[src/inc/cdr_defs.vh]
// Constants for the clock divisor and reference clock output block
`ifndef CDR_DEFS_VH
`define CDR_DEFS_VH

// ----------------------------------------------------------------------------
// Register word addresses (Avalon word address, one 32-bit word each)
// ----------------------------------------------------------------------------
`define CDR_ADDR_W          2
`define CDR_ADDR_CLOCK_DIVISOR_CONTROL     2'h0
`define CDR_ADDR_REFCTL     2'h1
`define CDR_ADDR_STATUS     2'h2

// ----------------------------------------------------------------------------
// Clock divisor control fields
// ----------------------------------------------------------------------------
`define CDR_CD_RECOVER      15
`define CDR_CD_RED_HI       14
`define CDR_CD_RED_LO       12
`define CDR_CD_PROCESSOR_CLOCK_REDUCTION_EN      11
`define CDR_CD_RCP_HI       10
`define CDR_CD_RCP_LO       8
`define CDR_CD_PLLD_HI      7
`define CDR_CD_PLLD_LO      6
`define CDR_CD_PRE_HI       4
`define CDR_CD_PRE_LO       0
`define CDR_CD_RST_RED      3'h3
`define CDR_CD_RST_PLLD     2'h1
`define CDR_RED_NONE        3'h0
`define CDR_PLLD_RSVD       2'h2

// ----------------------------------------------------------------------------
// Reference clock control fields
// ----------------------------------------------------------------------------
`define CDR_RC_ENABLE       15
`define CDR_RC_SLEEP_RUN    13
`define CDR_RC_SOURCE       12
`define CDR_RC_DIV_HI       11
`define CDR_RC_DIV_LO       8

// ----------------------------------------------------------------------------
// Divider widths
// ----------------------------------------------------------------------------
`define CDR_CNT_W           16
`define CDR_ONE16           16'h0001

`endif

[src/logic/cdr_pow2_div.v]
// Power-of-two clock-enable divider, used for every ratio in the block
`include "cdr_defs.vh"

module cdr_pow2_div (
    input  wire        clk,
    input  wire        reset_n,
    input  wire        ce,
    input  wire        run,
    input  wire [3:0]  shift,
    output reg         tick,
    output reg         level
);

    reg [`CDR_CNT_W-1:0] count_reg;
    wire [`CDR_CNT_W-1:0] half = `CDR_ONE16 << shift;

    // ------------------------------------------------------------------------
    // Tick marks the input pulse that completes the ratio, so callers can
    // gate it with that same pulse; a registered tick would lag one pulse
    // ------------------------------------------------------------------------
    always @* begin
        tick = run & ((count_reg + `CDR_ONE16) >= half);
    end

    // ------------------------------------------------------------------------
    // Counter; shift 0 gives a tick every input pulse
    // ------------------------------------------------------------------------
    always @(posedge clk or negedge reset_n) begin
        if (!reset_n) begin
            count_reg <= 16'h0000;
            level     <= 1'b0;
        end else if (ce) begin
            if (!run) begin
                count_reg <= 16'h0000;
                level     <= 1'b0;
            end else if (tick) begin
                count_reg <= 16'h0000;
                level     <= ~level;   // Square wave toggles each half
            end else begin
                count_reg <= count_reg + `CDR_ONE16;
            end
        end
    end

endmodule // cdr_pow2_div

[src/logic/cdr_avalon_regs.v]
// Avalon-MM slave access generator with one wait state
`include "cdr_defs.vh"

module cdr_avalon_regs (
    input  wire        clk,
    input  wire        reset_n,
    input  wire        ce,
    input  wire        avs_read,
    input  wire        avs_write,
    output wire        avs_waitrequest,
    output wire        do_write,
    output wire        do_read
);

    reg ack_reg;

    // ------------------------------------------------------------------------
    // Access completes one cycle after it is seen; ack clears afterwards
    // ------------------------------------------------------------------------
    always @(posedge clk or negedge reset_n) begin
        if (!reset_n) begin
            ack_reg <= 1'b0;
        end else if (ce) begin
            ack_reg <= (avs_read | avs_write) & ~ack_reg;
        end
    end

    assign avs_waitrequest = (avs_read | avs_write) & ~(ack_reg & ce);
    assign do_write        = avs_write & ack_reg & ce;
    assign do_read         = avs_read & ack_reg & ce;

endmodule // cdr_avalon_regs

[src/logic/cdr_clock_divisor.v]
// Clock divisor control and reference clock output generator
//
// Behaviour
// - Recovery bit set and interrupt arrives: hardware clears processor_clock_reduction enable.
// - Three-bit processor reduction field divides instruction clock, reset divide by 8.
// - Reduction field writable only while processor_clock_reduction enable is clear.
// - Setting processor_clock_reduction enable ignored while reduction field is zero.
// - Processor_clock_reduction enable applies reduction ratio; clear forces 1:1.
// - RC postscaler field: code 1 divides by 2, reset code divides by 1.
// - PLL output divider: 00 divides by 2, reset divides by 4, 10 reserved.
// - Sleep-run bit keeps reference output running in Sleep, else stops.
// - Four-bit divider selects power of two half period; 1111 gives output divide by 65536.
`include "cdr_defs.vh"

module cdr_clock_divisor (
    input  wire        clk,
    input  wire        reset_n,
    input  wire        ce,
    // Avalon-MM slave
    input  wire [1:0]  avs_address,
    input  wire        avs_read,
    input  wire        avs_write,
    input  wire [31:0] avs_writedata,
    input  wire [3:0]  avs_byteenable,
    output reg  [31:0] avs_readdata,
    output wire        avs_waitrequest,
    // Clock enables of the source clocks, sampled in this domain
    input  wire        fcy_tick,
    input  wire        rc_osc_tick,
    input  wire        pll_tick,
    input  wire        xtal_tick,
    input  wire        sys_tick,
    // System state
    input  wire        interrupt_event,
    input  wire        sleep_mode,
    // Generated clock enables and reference output
    output reg         periph_clk_tick,
    output wire        rc_osc_div_tick,
    output wire        pll_div_tick,
    output reg         refclk_out,
    output reg         refclk_out_en_n
);

    // ------------------------------------------------------------------------
    // Register state
    // ------------------------------------------------------------------------
    reg        interrupt_recovery_reg;
    reg [2:0]  processor_clock_reduction_reg;
    reg        processor_clock_reduction_enable_reg;
    reg [2:0]  rc_osc_postscaler_reg;
    reg [1:0]  pll_output_divider_reg;
    reg [4:0]  pll_input_prescaler_reg;
    reg        refclk_out_enable_reg;
    reg        refclk_sleep_run_reg;
    reg        refclk_source_select_reg;
    reg [3:0]  refclk_divider_reg;

    wire       do_write;
    wire       do_read;
    wire [15:0] clock_divisor_control_word;
    wire [15:0] refctl_word;
    wire       wr_lo = avs_byteenable[0];
    wire       wr_hi = avs_byteenable[1];

    // ------------------------------------------------------------------------
    // Bus handshake
    // ------------------------------------------------------------------------
    cdr_avalon_regs u_bus (
        .clk             (clk),
        .reset_n         (reset_n),
        .ce              (ce),
        .avs_read        (avs_read),
        .avs_write       (avs_write),
        .avs_waitrequest (avs_waitrequest),
        .do_write        (do_write),
        .do_read         (do_read)
    );

    // Address match, used by several processes
    function sel;
        input [1:0] addr;
        input [1:0] target;
        begin
            sel = (addr == target);
        end
    endfunction

    wire wr_clock_divisor_control = do_write & sel(avs_address, `CDR_ADDR_CLOCK_DIVISOR_CONTROL);
    wire wr_refctl = do_write & sel(avs_address, `CDR_ADDR_REFCTL);
    wire [2:0] new_red = avs_writedata[`CDR_CD_RED_HI:`CDR_CD_RED_LO];

    // ------------------------------------------------------------------------
    // Clock divisor control register
    // ------------------------------------------------------------------------
    always @(posedge clk or negedge reset_n) begin
        if (!reset_n) begin
            interrupt_recovery_reg        <= 1'b0;
            processor_clock_reduction_reg <= `CDR_CD_RST_RED;
            processor_clock_reduction_enable_reg               <= 1'b0;
            rc_osc_postscaler_reg         <= 3'h0;
            pll_output_divider_reg        <= `CDR_CD_RST_PLLD;
            pll_input_prescaler_reg       <= 5'h00;
        end else if (ce) begin
            if (wr_clock_divisor_control && wr_lo) begin
                pll_output_divider_reg  <= avs_writedata[`CDR_CD_PLLD_HI:`CDR_CD_PLLD_LO];
                pll_input_prescaler_reg <= avs_writedata[`CDR_CD_PRE_HI:`CDR_CD_PRE_LO];
            end
            if (wr_clock_divisor_control && wr_hi) begin
                interrupt_recovery_reg <= avs_writedata[`CDR_CD_RECOVER];
                rc_osc_postscaler_reg  <= avs_writedata[`CDR_CD_RCP_HI:`CDR_CD_RCP_LO];
                // Field frozen while processor_clock_reduction runs; old value is checked for set
                if (!processor_clock_reduction_enable_reg)
                    processor_clock_reduction_reg <= new_red;
            end
            // Interrupt exit beats a software write in the same cycle
            if (interrupt_recovery_reg && interrupt_event) begin
                processor_clock_reduction_enable_reg <= 1'b0;
            end else if (wr_clock_divisor_control && wr_hi) begin
                // Enable needs a nonzero ratio, taking the field as it will stand
                if (avs_writedata[`CDR_CD_PROCESSOR_CLOCK_REDUCTION_EN] &&
                    (processor_clock_reduction_enable_reg ? processor_clock_reduction_reg : new_red) == `CDR_RED_NONE)
                    processor_clock_reduction_enable_reg <= 1'b0;
                else
                    processor_clock_reduction_enable_reg <= avs_writedata[`CDR_CD_PROCESSOR_CLOCK_REDUCTION_EN];
            end
        end
    end

    // ------------------------------------------------------------------------
    // Reference clock control register
    // ------------------------------------------------------------------------
    always @(posedge clk or negedge reset_n) begin
        if (!reset_n) begin
            refclk_out_enable_reg    <= 1'b0;
            refclk_sleep_run_reg     <= 1'b0;
            refclk_source_select_reg <= 1'b0;
            refclk_divider_reg       <= 4'h0;
        end else if (ce && wr_refctl && wr_hi) begin
            refclk_out_enable_reg    <= avs_writedata[`CDR_RC_ENABLE];
            refclk_sleep_run_reg     <= avs_writedata[`CDR_RC_SLEEP_RUN];
            refclk_source_select_reg <= avs_writedata[`CDR_RC_SOURCE];
            // Changing the divider while running may give one odd period
            refclk_divider_reg       <= avs_writedata[`CDR_RC_DIV_HI:`CDR_RC_DIV_LO];
        end
    end

    // ------------------------------------------------------------------------
    // Read back; unused and unmapped words read as zero
    // ------------------------------------------------------------------------
    assign clock_divisor_control_word = {interrupt_recovery_reg, processor_clock_reduction_reg, processor_clock_reduction_enable_reg,
                          rc_osc_postscaler_reg, pll_output_divider_reg, 1'b0, pll_input_prescaler_reg};
    assign refctl_word = {refclk_out_enable_reg, 1'b0, refclk_sleep_run_reg, refclk_source_select_reg,
                          refclk_divider_reg, 8'h00};

    always @(posedge clk or negedge reset_n) begin
        if (!reset_n) begin
            avs_readdata <= 32'h00000000;
        end else if (ce && avs_read && !do_read) begin
            // Loaded on the first edge so data stands while waitrequest is low
            case (avs_address)
                `CDR_ADDR_CLOCK_DIVISOR_CONTROL: avs_readdata <= {16'h0000, clock_divisor_control_word};
                `CDR_ADDR_REFCTL: avs_readdata <= {16'h0000, refctl_word};
                `CDR_ADDR_STATUS: avs_readdata <= {28'h0000000, refclk_out, processor_clock_reduction_enable_reg,
                                                   sleep_mode, refclk_out_enable_reg};
                default:          avs_readdata <= 32'h00000000;
            endcase
        end
    end

    // ------------------------------------------------------------------------
    // Peripheral clock: reduction ratio only while dozing
    // ------------------------------------------------------------------------
    wire [3:0] processor_clock_reduction_shift = processor_clock_reduction_enable_reg ? {1'b0, processor_clock_reduction_reg} : 4'h0;
    wire       processor_clock_reduction_tick;

    cdr_pow2_div u_processor_clock_reduction (
        .clk     (clk),
        .reset_n (reset_n),
        .ce      (ce & fcy_tick),
        .run     (1'b1),
        .shift   (processor_clock_reduction_shift),
        .tick    (processor_clock_reduction_tick),
        .level   ()
    );

    always @(posedge clk or negedge reset_n) begin
        if (!reset_n)
            periph_clk_tick <= 1'b0;
        else if (ce)
            periph_clk_tick <= processor_clock_reduction_tick & fcy_tick;
    end

    // ------------------------------------------------------------------------
    // RC oscillator postscaler: code n divides by 2 to the n
    // ------------------------------------------------------------------------
    wire rcp_raw;

    cdr_pow2_div u_rcp (
        .clk     (clk),
        .reset_n (reset_n),
        .ce      (ce & rc_osc_tick),
        .run     (1'b1),
        .shift   ({1'b0, rc_osc_postscaler_reg}),
        .tick    (rcp_raw),
        .level   ()
    );
    assign rc_osc_div_tick = rcp_raw & rc_osc_tick;

    // ------------------------------------------------------------------------
    // PLL output divider: 00 by 2, 01 by 4, 11 by 8; reserved code stops it
    // ------------------------------------------------------------------------
    wire [3:0] plld_shift = (pll_output_divider_reg == 2'h0) ? 4'h1 :
                            (pll_output_divider_reg == 2'h1) ? 4'h2 : 4'h3;
    wire       plld_raw;

    cdr_pow2_div u_plld (
        .clk     (clk),
        .reset_n (reset_n),
        .ce      (ce & pll_tick),
        .run     (pll_output_divider_reg != `CDR_PLLD_RSVD),
        .shift   (plld_shift),
        .tick    (plld_raw),
        .level   ()
    );
    assign pll_div_tick = plld_raw & pll_tick;

    // ------------------------------------------------------------------------
    // Reference clock output
    // ------------------------------------------------------------------------
    wire ref_src  = refclk_source_select_reg ? xtal_tick : sys_tick;
    wire ref_run  = refclk_out_enable_reg & (~sleep_mode | refclk_sleep_run_reg);
    wire ref_level;

    // Output is a square wave; its half period is the selected divide
    cdr_pow2_div u_ref (
        .clk     (clk),
        .reset_n (reset_n),
        .ce      (ce & ref_src),
        .run     (ref_run),
        .shift   (refclk_divider_reg),
        .tick    (),
        .level   (ref_level)
    );

    // Pin driven only while enabled; held low when stopped in Sleep
    always @(posedge clk or negedge reset_n) begin
        if (!reset_n) begin
            refclk_out      <= 1'b0;
            refclk_out_en_n <= 1'b1;
        end else if (ce) begin
            refclk_out      <= ref_run & ref_level;
            refclk_out_en_n <= ~refclk_out_enable_reg;
        end
    end

endmodule // cdr_clock_divisor

[config.mk]
export PLATFORM = sky130hd
export DESIGN_NAME = cdr_clock_divisor
export DESIGN_NICKNAME = d
export VERILOG_FILES = /design/src/logic/cdr_pow2_div.v /design/src/logic/cdr_avalon_regs.v /design/src/logic/cdr_clock_divisor.v
export VERILOG_INCLUDE_DIRS = /design/src /design/src/inc
export SDC_FILE = /design/constraint.sdc
export NUM_CORES = 1
export LEC_CHECK = 0
export ABC_CLOCK_PERIOD_IN_PS = 4700
export BUFFER_PORTS_ARGS = -buffer_cell sky130_fd_sc_hd__buf_4
export CAP_MARGIN = 20
export CELL_PAD_IN_SITES_DETAIL_PLACEMENT = 2
export CELL_PAD_IN_SITES_GLOBAL_PLACEMENT = 2
export CORE_ASPECT_RATIO = 0.8
export CORE_MARGIN = 4
export CORE_UTILIZATION = 36
export DETAILED_ROUTE_END_ITERATION = 6
export PLACE_DENSITY_LB_ADDON = 0.1
export SETUP_SLACK_MARGIN = 0.1
export SLEW_MARGIN = 40
export SYNTH_ARGS = -nofsm -noshare
export SYNTH_HDL_FRONTEND = slang
export SYNTH_SLANG_ARGS = --single-unit
[constraint.sdc]
create_clock -name clk -period 4.7 [get_ports clk]
set_clock_uncertainty 0.2 [all_clocks]
set_input_delay 0.235 -clock clk [delete_from_list [all_inputs] [get_ports clk]]
set_output_delay 0.235 -clock clk [all_outputs]
set_load 0.005 [all_outputs]
# --- After elaboration in Yosys (flattened, before gate mapping) ---
# Index checks and enable logic that the tools add are counted.
word_totals:
  ff_bits: 123
  in_bits: 50
  output_inout_bits: 38
  word_cells: 98
op_classes:
  add_sub_neg: 4
  magnitude_cmp: 4
  n_eq_ne: 5
  shift: 4
  n_mux: 17
  n_bitwise: 27
  n_reduce_logical: 17
op_table:
  columns: ["op", "n"]
  rows:
  - ["two-way mux 16 bit", 6]
  - ["adder 16 x 1 -> 16 bit, second input constant", 4]
  - ["greater-or-equal comparator 16 bit", 4]
  - ["one-hot mux 16 bit (3 select lines)", 1]
  - ["left shift 1 x 3 -> 16 bit, first input constant", 2]
  - ["bitwise AND 1 bit", 20]
  - ["left shift 1 x 2 -> 16 bit, first input constant", 1]
  - ["left shift 1 x 4 -> 16 bit, first input constant", 1]
  - ["logical AND 1 bit", 8]
  - ["AND reduction 2 bit", 4]
  - ["two-way mux 1 bit", 7]
  - ["two-way mux 3 bit", 2]
  - ["inverter 1 bit", 5]
  - ["equality test 2 x 1 -> 1 bit, second input constant", 2]
  - ["zero test 2 bit", 2]
  - ["zero test 3 bit", 1]
  - ["equality test 2 bit, second input constant", 1]
  - ["two-way mux 2 bit", 1]
  - ["inequality test 2 x 1 -> 1 bit, second input constant", 1]
  - ["inequality test 2 bit, second input constant", 1]
  - ["OR 1 bit", 2]
  - ["nonzero test 2 bit", 1]
  - ["zero test 1 bit", 1]

# --- Logic depth before layout (Yosys ltp) ---
# Gate-level depths: netlist (run 1).
depth:
  word_depth: 8
  mapped_depth: 14
  ltp_nobuf: 12

# --- By module ---
# A second synthesis (run 1) with hierarchy kept.
hier_totals:
  hier_cells: 884
  area_unflattened_um2: 8279.2
by_module_without_submodules:
  columns: ["mod", "n_inst", "cells_per_inst", "area_per_inst_um2", "seq_area_each_um2"]
  rows:
  - ["cdr_pow2_div", 4, 177, 1560.2, 425.4]
  - ["cdr_clock_divisor", 1, 168, 1968.1, 1006.0]
  - ["cdr_avalon_regs", 1, 8, 70.1, 25.0]

# --- Least setup slack after synthesis (run 1) ---
# OpenSTA, ideal clock, no wires.
synth_path:
  path_kind: "reg-to-reg"
  start: "register u_ref.count_reg[2]"
  end: "register u_ref.count_reg[10]"
  setup_time_ps: 87
  arrival_ps: 3235
  t_required_ps: 4413
  slack_ps: 1178
  path_stages_with_launch: 14
  n_path_buf: 2
  synth_period_minus_slack_ps: 3522
  cell_sequence: "dfrtp_1 clkbuf_2 nand3_1 nor4_1 nand3_1 xnor2_1 ha_1 a211oi_1 nor2_1 nor4_1 o311a_1 clkbuf_1 o21ai_0 o211ai_1"
synth_between:
  elab_chain_cells: 5
synth_rtl:
  columns: ["item", "line_no", "text"]
  rows:
  - ["from (decl)", "cdr_pow2_div.v:14", "reg [`CDR_CNT_W-1:0] count_reg;"]
  - ["from (signal assigned)", "cdr_pow2_div.v:40", "count_reg <= count_reg + `CDR_ONE16;"]
  - ["adder 16 x 1 -> 16 bit (no source line) *", null, null]
  - ["greater-or-equal comparator 16 bit", "cdr_pow2_div.v:22", "tick = run & ((count_reg + `CDR_ONE16) >= half);"]
  - ["bitwise AND 1 bit", "cdr_pow2_div.v:22", null]
  - ["two-way mux 16 bit *", "cdr_pow2_div.v:36", "end else if (tick) begin"]
  - ["two-way mux 16 bit *", "cdr_pow2_div.v:33", "if (!run) begin"]
# Every way passes the cells marked *; elsewhere a longest branch is shown, timed or not.
# A chain may end at the register's enable or synchronous reset.

# --- Worst setup path after layout (run 1) ---
layout_path:
  start: "register u_ref.count_reg[2]"
  end: "register u_ref.count_reg[3]"
# The elaborated chain is that of the path after synthesis.

==> results of run 1 <==
-- layout make-up --
cell class | instances | area (um^2) | area share (%)
multi-input combinational | 567 | 3700 | 48.4
sequential | 106 | 2660 | 34.8
timing repair buffer | 76 | 622 | 8.13
tap | 230 | 288 | 3.76
clock buffer | 10 | 229 | 2.99
clock inverter | 6 | 91.3 | 1.19
inverter | 16 | 60.1 | 0.785
-- logic make-up after synthesis --
| family | Yosys count |
|---|---|
| compound gates | 125 |
| xor+xnor | 32 |
| fa+ha+maj | 40 |
| buf+inv | 68 |
| flops | 106 |
| mux | 38 |
| other cells | 1 |
| simple gates | 314 |
-- power groups by stage --
stage               Clock (mW)  Combinational [mW]  Sequential (mW)
global placement             0               0.905             1.26
finish                   0.845               0.981             1.26
CTS                      0.870                1.00             1.26
detailed placement           0               0.976             1.28
floorplan                    0               0.682             1.16
global route             0.899                1.12             1.29
-- worst register-to-register path, stage by stage (launching register included) --
cell      delay [ps]
dfrtp_1          470
nand3_1          220
nor4_1           330
buf_4            210
nand3_1          150
xnor2_1          170
ha_1             320
a211oi_1         230
nor2_1            90
nor4_1           410
a22o_1           470
buf_4            260
o21ai_0           90
o21ai_0          170
-- per-layer routing --
layer / vias up / share of wire [%] / wire, um
met1: 2862 / 48 / 9420
met5: - / 0 / 0
li1: 2668 / - / -
met2: 81 / 48 / 9410
met3: 10 / 2.9 / 572
met4: 0 / 0.82 / 161
-- synthesized netlist by cell type (16+ instances only) --
library cell / instances / area share [%]
nand2_1: 111 / 6.3
dfrtp_1: 102 / 39
ha_1: 40 / 7.6
nand3_1: 39 / 3.0
o21ai_0: 37 / 2.8
nor2_1: 30 / 1.7
clkbuf_1: 28 / 1.6
and2_1: 27 / 2.6
mux2_2: 25 / 4.3
xnor2_1: 21 / 2.8
nand4_1: 19 / 1.8
nor2b_1: 18 / 1.7
buf_4: 17 / 1.9
nor3_1: 17 / 1.3
inv_1: 16 / 0.91
-- stage by stage --
| stage | util, % | instances |
|---|---|---|
| after global placement | 39.4 | 975 |
| final | 42.4 | 1011 |
| after CTS | 42.4 | 1011 |
| after global routing | 42.4 | 1011 |
| after detailed placement | 39.5 | 976 |
| after floorplan | - | 741 |
-- repair_timing --
| action | in CTS | in global routing |
|---|---|---|
| setup endpoints to repair | 0 | 0 |
| hold buffers | 19 | 0 |
| endpoints found under the hold margin | 87 | 0 |
| setup buffers | 0 | 0 |
| resized for setup | 0 | 0 |
-- layout by cell type, fill, tap and decap left out, types with 16 or more instances in the layout --
cell / n
o21ai_0: 37
nand3_1: 39
ha_1: 40
dfrtp_1: 102
nor3_1: 16
mux2_2: 25
nand4_1: 19
buf_4: 56
dlygate4sd3_1: 19
nor2_1: 30
nor2b_1: 18
nand2_1: 110
xnor2_1: 21
conb_1: 18
inv_1: 16
and2_1: 27
-- worst max path at each step --
| stage | from | endpoint | slack [ps] |
|---|---|---|---|
| CTS | u_ref.count_reg[0] | u_ref.count_reg[3] | 750 |
| finish | u_ref.count_reg[2] | u_ref.count_reg[3] | 830 |
| global route | u_ref.count_reg[0] | u_ref.count_reg[0] | 380 |
| detailed placement | u_ref.count_reg[0] | u_ref.count_reg[3] | 780 |
| floorplan | u_ref.count_reg[2] | u_ref.count_reg[10] | 1180 |
| global placement | u_ref.count_reg[0] | u_ref.count_reg[4] | 900 |
==> flow_metrics.tcl, run 1 <==
set metrics [dict create \
    yosys.area_share.simple_pct 24.3 \
    initial_core_util_pct 36.6 \
    tightestPinTransition_ps 664 \
    grt_usage_pct 19.5 \
    gr-max-usage-layer "met2" \
    maxCapViolations 0 \
    total_power_mw 3.09 \
    viasPerCell 5.56 \
    grt_util_met2_pct 33.8 \
    ant_nets 0 \
    r2r_end "u_ref.count_reg[3]" \
    rrSetupSlack_ps 830 \
    fmax_ghz 0.258 \
    cp.arrival_ps 3950 \
    netlist_area_um2 6610 \
    seq_area_frac_synth_pct 40.2 \
    coreArea_um2 18100 \
    cts_tree "yes" \
    synthFlopType "dfrtp_1" \
    slew_viol_final 0 \
    die-area_um2 20600 \
    nNetsFinal 866 \
    placed_area_um2 7140 \
    cts_sinks 106 \
    required_ps 4770 \
    synth_cells 724 \
    dp.final_hpwl_um 14300 \
    combPwrFrac_pct 31.8 \
    synth_compound_area_share_pct 12.4 \
    syn_to_final_growth_pct 15.8 \
    grt.overflow.total 0 \
    ys_ff_latch 106 \
    critPathMaxFanout 10 \
    place_worst_setup_slack_ps 777 \
    rows 44 \
    die_h_um 129 \
    p_seq_share_pct 40.8 \
    end_kind "flip-flop" \
    startpoint_type "flip-flop" \
    hp-start "ce" \
    power_density_nw_per_um2 404 \
    ir_drop_uv 219 \
    synthAdderAreaFrac_pct 7.58 \
    root_buffer "clkbuf_16" \
    clockPowerShare_pct 27.4 \
    first_iter_violations 214 \
    grt_max_degree 69 \
    setup_viol_count_final 0 \
    cellInternalPower_mw 1.96 \
    yosys.cell_types.count 62 \
    r2r-start "u_ref.count_reg[2]" \
    finalHoldViolations 0 \
    vias 5621 \
    post_route_cells_drive_above_1_share_pct 14.9 \
    routedWlPerCell_um 19.3 \
    async_flop_share_pct 100 \
    io_pins 88 \
    hold_class "in2reg" \
    cpPeakStageDelay_ps 470 \
    grt_pass1_vias 6119 \
    synth.avg_cell_area_um2 9.12 \
    reg2reg_depth 13 \
    holdPathEnd "refclk_out_en_n" \
    drc 0 \
    finalWirelength_um 19600 \
    crit_type "reg2reg" \
    grt_setup_unrepaired "no" \
    net-switching-power_mw 1.13 \
    worst_path_max_delay_cell "dfrtp_1" \
    grt_first_pass_wirelength_um 32600 \
    clk_pin_slew_ps 80 \
    drtPass1Iterations 4 \
    synth_top_family_by_area "simple AND/OR/NAND/NOR gates" \
    power.leakage_nw 3.39 \
    muxShareOfSynthArea_pct 6.23 \
    status "complete, no violations" \
    hold_path_depth 2 \
    grt_antenna_before_repair 0 \
    io_buffer_count 51 \
    h-tree-depth 3 \
    clock_latency_ps 360 \
    critical_path.cell_chain "nand3_1 > nor4_1 > buf_4 > nand3_1 > xnor2_1 > ha_1 > a211oi_1 > nor2_1 > nor4_1 > a22o_1 > buf_4 > o21ai_0 > o21ai_0" \
    place_congestion 0.790 \
    synth-xor-area-share_pct 4.24 \
    setup_tns_ps 0 \
    met1_usage_pct 26.0 \
    cp_top_family "simple AND/OR/NAND/NOR gates" \
    relSlewSlack_pct 55.7 \
    cts_buffers 9 \
    clk_path_buf_depth 2 \
    cp_num_buf_inv 2 \
    hold_slack_ps 38.8 \
    switching_share_pct 36.6 \
    stdcell_area_um2 7650 \
    cp.depth 13 \
    die_w_um 159 \
    finalCriticalPeriod_ps 3870 \
    final.period_utilization_pct 82.4 \
    diodes 0 \
    nFillCells 1983 \
    setup_ws_ps 825 \
    yosys_warnings 0 \
    grtUsageMet3_pct 3.66 \
    synth-edff-count 0 \
]
Power figures use the tool's default switching activity.
==> run 2: changes to the inputs <==
ABC_CLOCK_PERIOD_IN_PS = 4000   (was 4700)
clock period = 4 ns   (was 4.7 ns; I/O delays follow)
==> flow_metrics.tcl, run 2 (same netlist as run 1, synthesis figures left out) <==
set metrics [dict create \
    holdPathEnd "avs_readdata[8]" \
    switching_share_pct 36.2 \
    io_pins 88 \
    grt_setup_unrepaired "yes" \
    io_buffer_count 51 \
    hold_class "in2reg" \
    required_ps 3600 \
    die_w_um 159 \
    finalHoldViolations 0 \
    routedWlPerCell_um 19.7 \
    setup_viol_count_final 0 \
    drtPass1Iterations 4 \
    cpPeakStageDelay_ps 440 \
    grt.overflow.total 0 \
    rows 44 \
    grt_pass1_vias 6191 \
    place_congestion 0.765 \
    power_density_nw_per_um2 477 \
    fmax_ghz 0.275 \
    finalNonFillerCells 1017 \
    slew_viol_final 0 \
    grt_usage_pct 20.0 \
    post-cts-setup-buffers 0 \
    setup_ws_ps 366 \
    crit_path_frequent_cell "ha_1" \
    cp.arrival_ps 3230 \
    most-common-layout-cells "nand2_1 (110), dfrtp_1 (102), buf_4 (61)" \
    setup_tns_ps 0 \
    startpoint_type "flip-flop" \
    cp_top_family "simple AND/OR/NAND/NOR gates" \
    clock_latency_ps 360 \
    final.period_utilization_pct 90.8 \
    rrSetupSlack_ps 390 \
    status "complete, no violations" \
    cts_buffers 9 \
    cellInternalPower_mw 2.36 \
    vias 5609 \
    grt_antenna_before_repair 0 \
    p_seq_share_pct 40.1 \
    dp.final_hpwl_um 14500 \
    grt_max_degree 71 \
    h-tree-depth 3 \
    finalCriticalPeriod_ps 3630 \
    hold_slack_ps 31.3 \
    ant_nets 0 \
    grt_first_pass_wirelength_um 33400 \
    relSlewSlack_pct 54.7 \
    worst_path_max_delay_cell "dfrtp_1" \
    cts_sinks 106 \
    clk_pin_slew_ps 80 \
    post_route_cells_drive_above_1_share_pct 16.1 \
    hp-start "avs_address[1]" \
    critPathMaxFanout 7 \
    reg2reg_depth 14 \
    syn_to_final_growth_pct 17.4 \
    die-area_um2 20600 \
    net-switching-power_mw 1.34 \
    first_iter_violations 218 \
    maxCapViolations 0 \
    combPwrFrac_pct 32.6 \
    initial_core_util_pct 36.6 \
    root_buffer "clkbuf_16" \
    critical_path.cell_chain "ha_1 > and4_1 > nand2_1 > xnor2_1 > ha_1 > nor2b_1 > o21ai_0 > and4b_1 > nand3_2 > and2_1 > buf_4" \
    diodes 0 \
    crit_type "reg2out" \
    cp_num_buf_inv 1 \
    die_h_um 129 \
    drc 0 \
    place_worst_setup_slack_ps 34.3 \
    nNetsFinal 873 \
    placed_cells 982 \
    r2r_end "u_ref.count_reg[1]" \
    hold_path_depth 2 \
    cts_tree "yes" \
    tightestPinTransition_ps 679 \
    power.leakage_nw 3.47 \
    clk_path_buf_depth 2 \
    layout_commonest_cell "nand2_1" \
    coreArea_um2 18100 \
    r2r-start "u_ref.count_reg[0]" \
    finalWirelength_um 20000 \
    ir_drop_uv 236 \
    clockPowerShare_pct 27.3 \
    viasPerCell 5.52 \
    end_kind "output pin" \
]
## run 2: cell count changes in the layout (fill, tap and decap cells not counted), sizes merged
cell / change
buf: +6
clkbuf: +1
clkinvlp: -2
dlygate4sd3: +1
## run 2: worst reg2reg max path, stage by stage, from the launching register on
cell	delay (ps)
dfrtp_1	460
nand2_1	180
nor4_4	350
buf_4	200
and3_1	210
xor2_1	200
ha_1	290
a21oi_1	200
o21ai_0	130
nor4_1	210
buf_4	180
a22o_2	230
buf_4	230
o21ai_0	100
o21ai_0	160
## run 2: repair_timing
action | in CTS | in global routing
resized for setup | 2 | 6
endpoints found under the setup margin | 12 | 16
hold endpoints to repair | 91 | 0
hold buffers | 20 | 0
## run 2: routing by layer
| metal | GRT usage [%] | up-vias | share of wire, % |
|---|---|---|---|
| met5 | 0 | - | 0 |
| met3 | 3.59 | 19 | 2.8 |
| met2 | 34.8 | 74 | 48 |
| li1 | - | 2676 | - |
| met4 | 4.39 | 0 | 1.2 |
| met1 | 26.4 | 2840 | 48 |
## run 2: final cells by class
type / instances / area [um^2]
inverters: 16 / 60.1
fillers: 1997 / 10300
repair buffers: 83 / 681
clock inverters: 4 / 73.8
clock buffers: 11 / 253
flip-flops and latches: 106 / 2660
well taps: 230 / 288
multi-input cells: 567 / 3740
## run 2: worst max path at each step
stage                       start             endpoint  slack [ps]  cells past startpoint
2_1_floorplan  u_ref.count_reg[2]  u_ref.count_reg[10]         480                     13
3_3_place_gp   u_ref.count_reg[0]   u_ref.count_reg[3]         340                     14
3_5_place_dp   u_ref.count_reg[0]  u_ref.count_reg[13]          30                     13
4_1_cts        u_ref.count_reg[0]  u_ref.count_reg[13]         150                     13
5_1_grt        u_ref.count_reg[0]   u_ref.count_reg[1]          10                     14
6_report       u_rcp.count_reg[0]      rc_osc_div_tick         370                     11
## run 2: power by group through the flow
stage               logic [mW]  registers (mW)  clock network (mW)
global placement          1.09            1.48                   0
detailed placement        1.18            1.50                   0
CTS                       1.22            1.48                1.04
floorplan                0.801            1.37                   0
finish                    1.21            1.48                1.01
global route              1.37            1.51                1.08
## run 2: stage by stage
stage / instance area [um^2] / util, % / total power, mW
floorplan: 6670 / - / 2.17
global placement: 7150 / 39.6 / 2.57
detailed placement: 7180 / 39.8 / 2.68
CTS: 7720 / 42.7 / 3.73
global route: 7750 / 42.9 / 3.96
finish: 7750 / 42.9 / 3.70
==> run 3: changes to the inputs <==
==> constraint.sdc (replaced) <==
create_clock -name clk -period 4 [get_ports clk]
set_clock_uncertainty 0.2 [all_clocks]
set_input_delay 0 -clock clk [delete_from_list [all_inputs] [get_ports clk]]
set_output_delay 0 -clock clk [all_outputs]
set_load 0.005 [all_outputs]
==> flow_metrics.tcl, run 3 (same netlist as run 1, synthesis figures left out) <==
set metrics [dict create \
    layout_commonest_cell "nand2_1" \
    finalWirelength_um 19700 \
    rows 44 \
    vias 5668 \
    cts_tree "yes" \
    post_route_cells_drive_above_1_share_pct 15.8 \
    diodes 0 \
    gr-max-usage-layer "met2" \
    grt.overflow.total 0 \
    ir_drop_uv 210 \
    power_density_nw_per_um2 468 \
    h-tree-depth 3 \
    grtUsageMet3_pct 3.75 \
    viasPerCell 5.51 \
    setup_viol_count_final 0 \
    die-area_um2 20600 \
    clk_path_buf_depth 2 \
    placed_area_um2 7170 \
    most-common-layout-cells "nand2_1 (110), dfrtp_1 (102), buf_4 (61)" \
    clock_latency_ps 360 \
    finalCriticalPeriod_ps 3580 \
    dp.final_hpwl_um 14300 \
    setup_tns_ps 0 \
    root_buffer "clkbuf_16" \
    grt_pass1_vias 6290 \
    clk_pin_slew_ps 70 \
    place_congestion 0.767 \
    cp.arrival_ps 3650 \
    crit_type "reg2reg" \
    ant_nets 0 \
    hp-start "rc_osc_tick" \
    finalNonFillerCells 1028 \
    status "complete, no violations" \
    maxCapViolations 0 \
    routedWlPerCell_um 19.1 \
    grt_usage_pct 19.8 \
    drc 0 \
    die_w_um 159 \
    power.leakage_nw 3.49 \
    io_pins 88 \
    initial_core_util_pct 36.6 \
    grt_first_pass_wirelength_um 33300 \
    met1_usage_pct 26.4 \
    nFillCells 1961 \
    end_kind "flip-flop" \
    placed_cells 981 \
    coreArea_um2 18100 \
    critPathMaxFanout 7 \
    syn_to_final_growth_pct 18.7 \
    startpoint_type "flip-flop" \
    final.period_utilization_pct 89.6 \
    r2r-start "u_ref.count_reg[2]" \
    nNetsFinal 883 \
    slew_viol_final 0 \
    relSlewSlack_pct 56.2 \
    stdcell_area_um2 7840 \
    finalHoldViolations 0 \
    post-cts-setup-buffers 0 \
    tightestPinTransition_ps 651 \
    hold_class "in2reg" \
    timing.critical_path.from "u_ref.count_reg[2]" \
    grt_antenna_before_repair 0 \
    cts_buffers 9 \
    io_buffer_count 51 \
    fmax_ghz 0.279 \
    die_h_um 129 \
    required_ps 4070 \
    grt_setup_unrepaired "no" \
    drtPass1Iterations 4 \
    cts_sinks 106 \
    grt_util_met2_pct 34.4 \
    grt_max_degree 39 \
    first_iter_violations 232 \
]
[run 3: cell count changes in the layout (fill, tap and decap cells not counted), sizes merged]
cell / change
dlygate4sd3: +10
clkinv: +1
[run 3: path summary, 6_finish.rpt]
path,end,slack (ps),depth (start not counted)
max in group asynchronous,processor_clock_reduction_reg[0],2510,4
worst min register to register,periph_clk_tick,290,1
min in group asynchronous,pll_output_divider_reg[0],530,3
worst max-delay path,u_ref.count_reg[1],420,13
worst min-delay path,u_rcp.count_reg[1],70,4
worst max register to register,u_ref.count_reg[1],420,13
[run 3: what timing repair did]
item / in CTS / in global routing
cloned: 0 / 0
endpoints found under the hold margin: 115 / 0
gates resized for setup: 2 / 3
endpoints found under the setup margin: 11 / 17
hold buffers: 31 / 0
[run 3: layout make-up]
class	count	area [um^2]	share of cell area, %
Multi-Input combinational cell	567	3710	47.4
Sequential cell	106	2660	33.9
Timing Repair Buffer	93	790	10.1
Tap cell	230	288	3.67
Clock buffer	11	243	3.10
Clock inverter	5	86.3	1.10
Inverter	16	60.1	0.766
[run 3: stage by stage]
stage / hold slack [ps] / total power, mW / util (%) / setup WS, ps
floorplan: -496 / 2.17 / - / 478
finish: 67.5 / 3.67 / 43.4 / 417
global placement: -184 / 2.57 / 39.6 / 203
CTS: 48.6 / 3.73 / 43.3 / 101
detailed placement: -175 / 2.66 / 39.7 / 25.2
global route: 74.8 / 3.96 / 43.4 / 57.6
[run 3: metal layers]
metal,vias up,share of wire [%]
met5,-,0
met2,73,49
met4,0,0.48
met1,2885,48
li1,2700,-
met3,10,2.7
[run 3: power by group]
part,switching [mW],total [mW],internal [mW]
clock,0.436,1.01,0.572
sequential,0.237,1.47,1.24
combinational,0.642,1.19,0.544
total,1.32,3.67,2.35
[run 3: critical path, cell delays in order, from the launching register on]
cell,delay (ps)
dfrtp_1,470
nand3_1,170
nor4_2,330
buf_4,200
and3_1,210
xor2_1,210
ha_1,290
a21oi_1,160
o21ai_0,130
nor4_2,260
o311a_2,380
buf_4,190
o21ai_0,110
o21ai_0,170
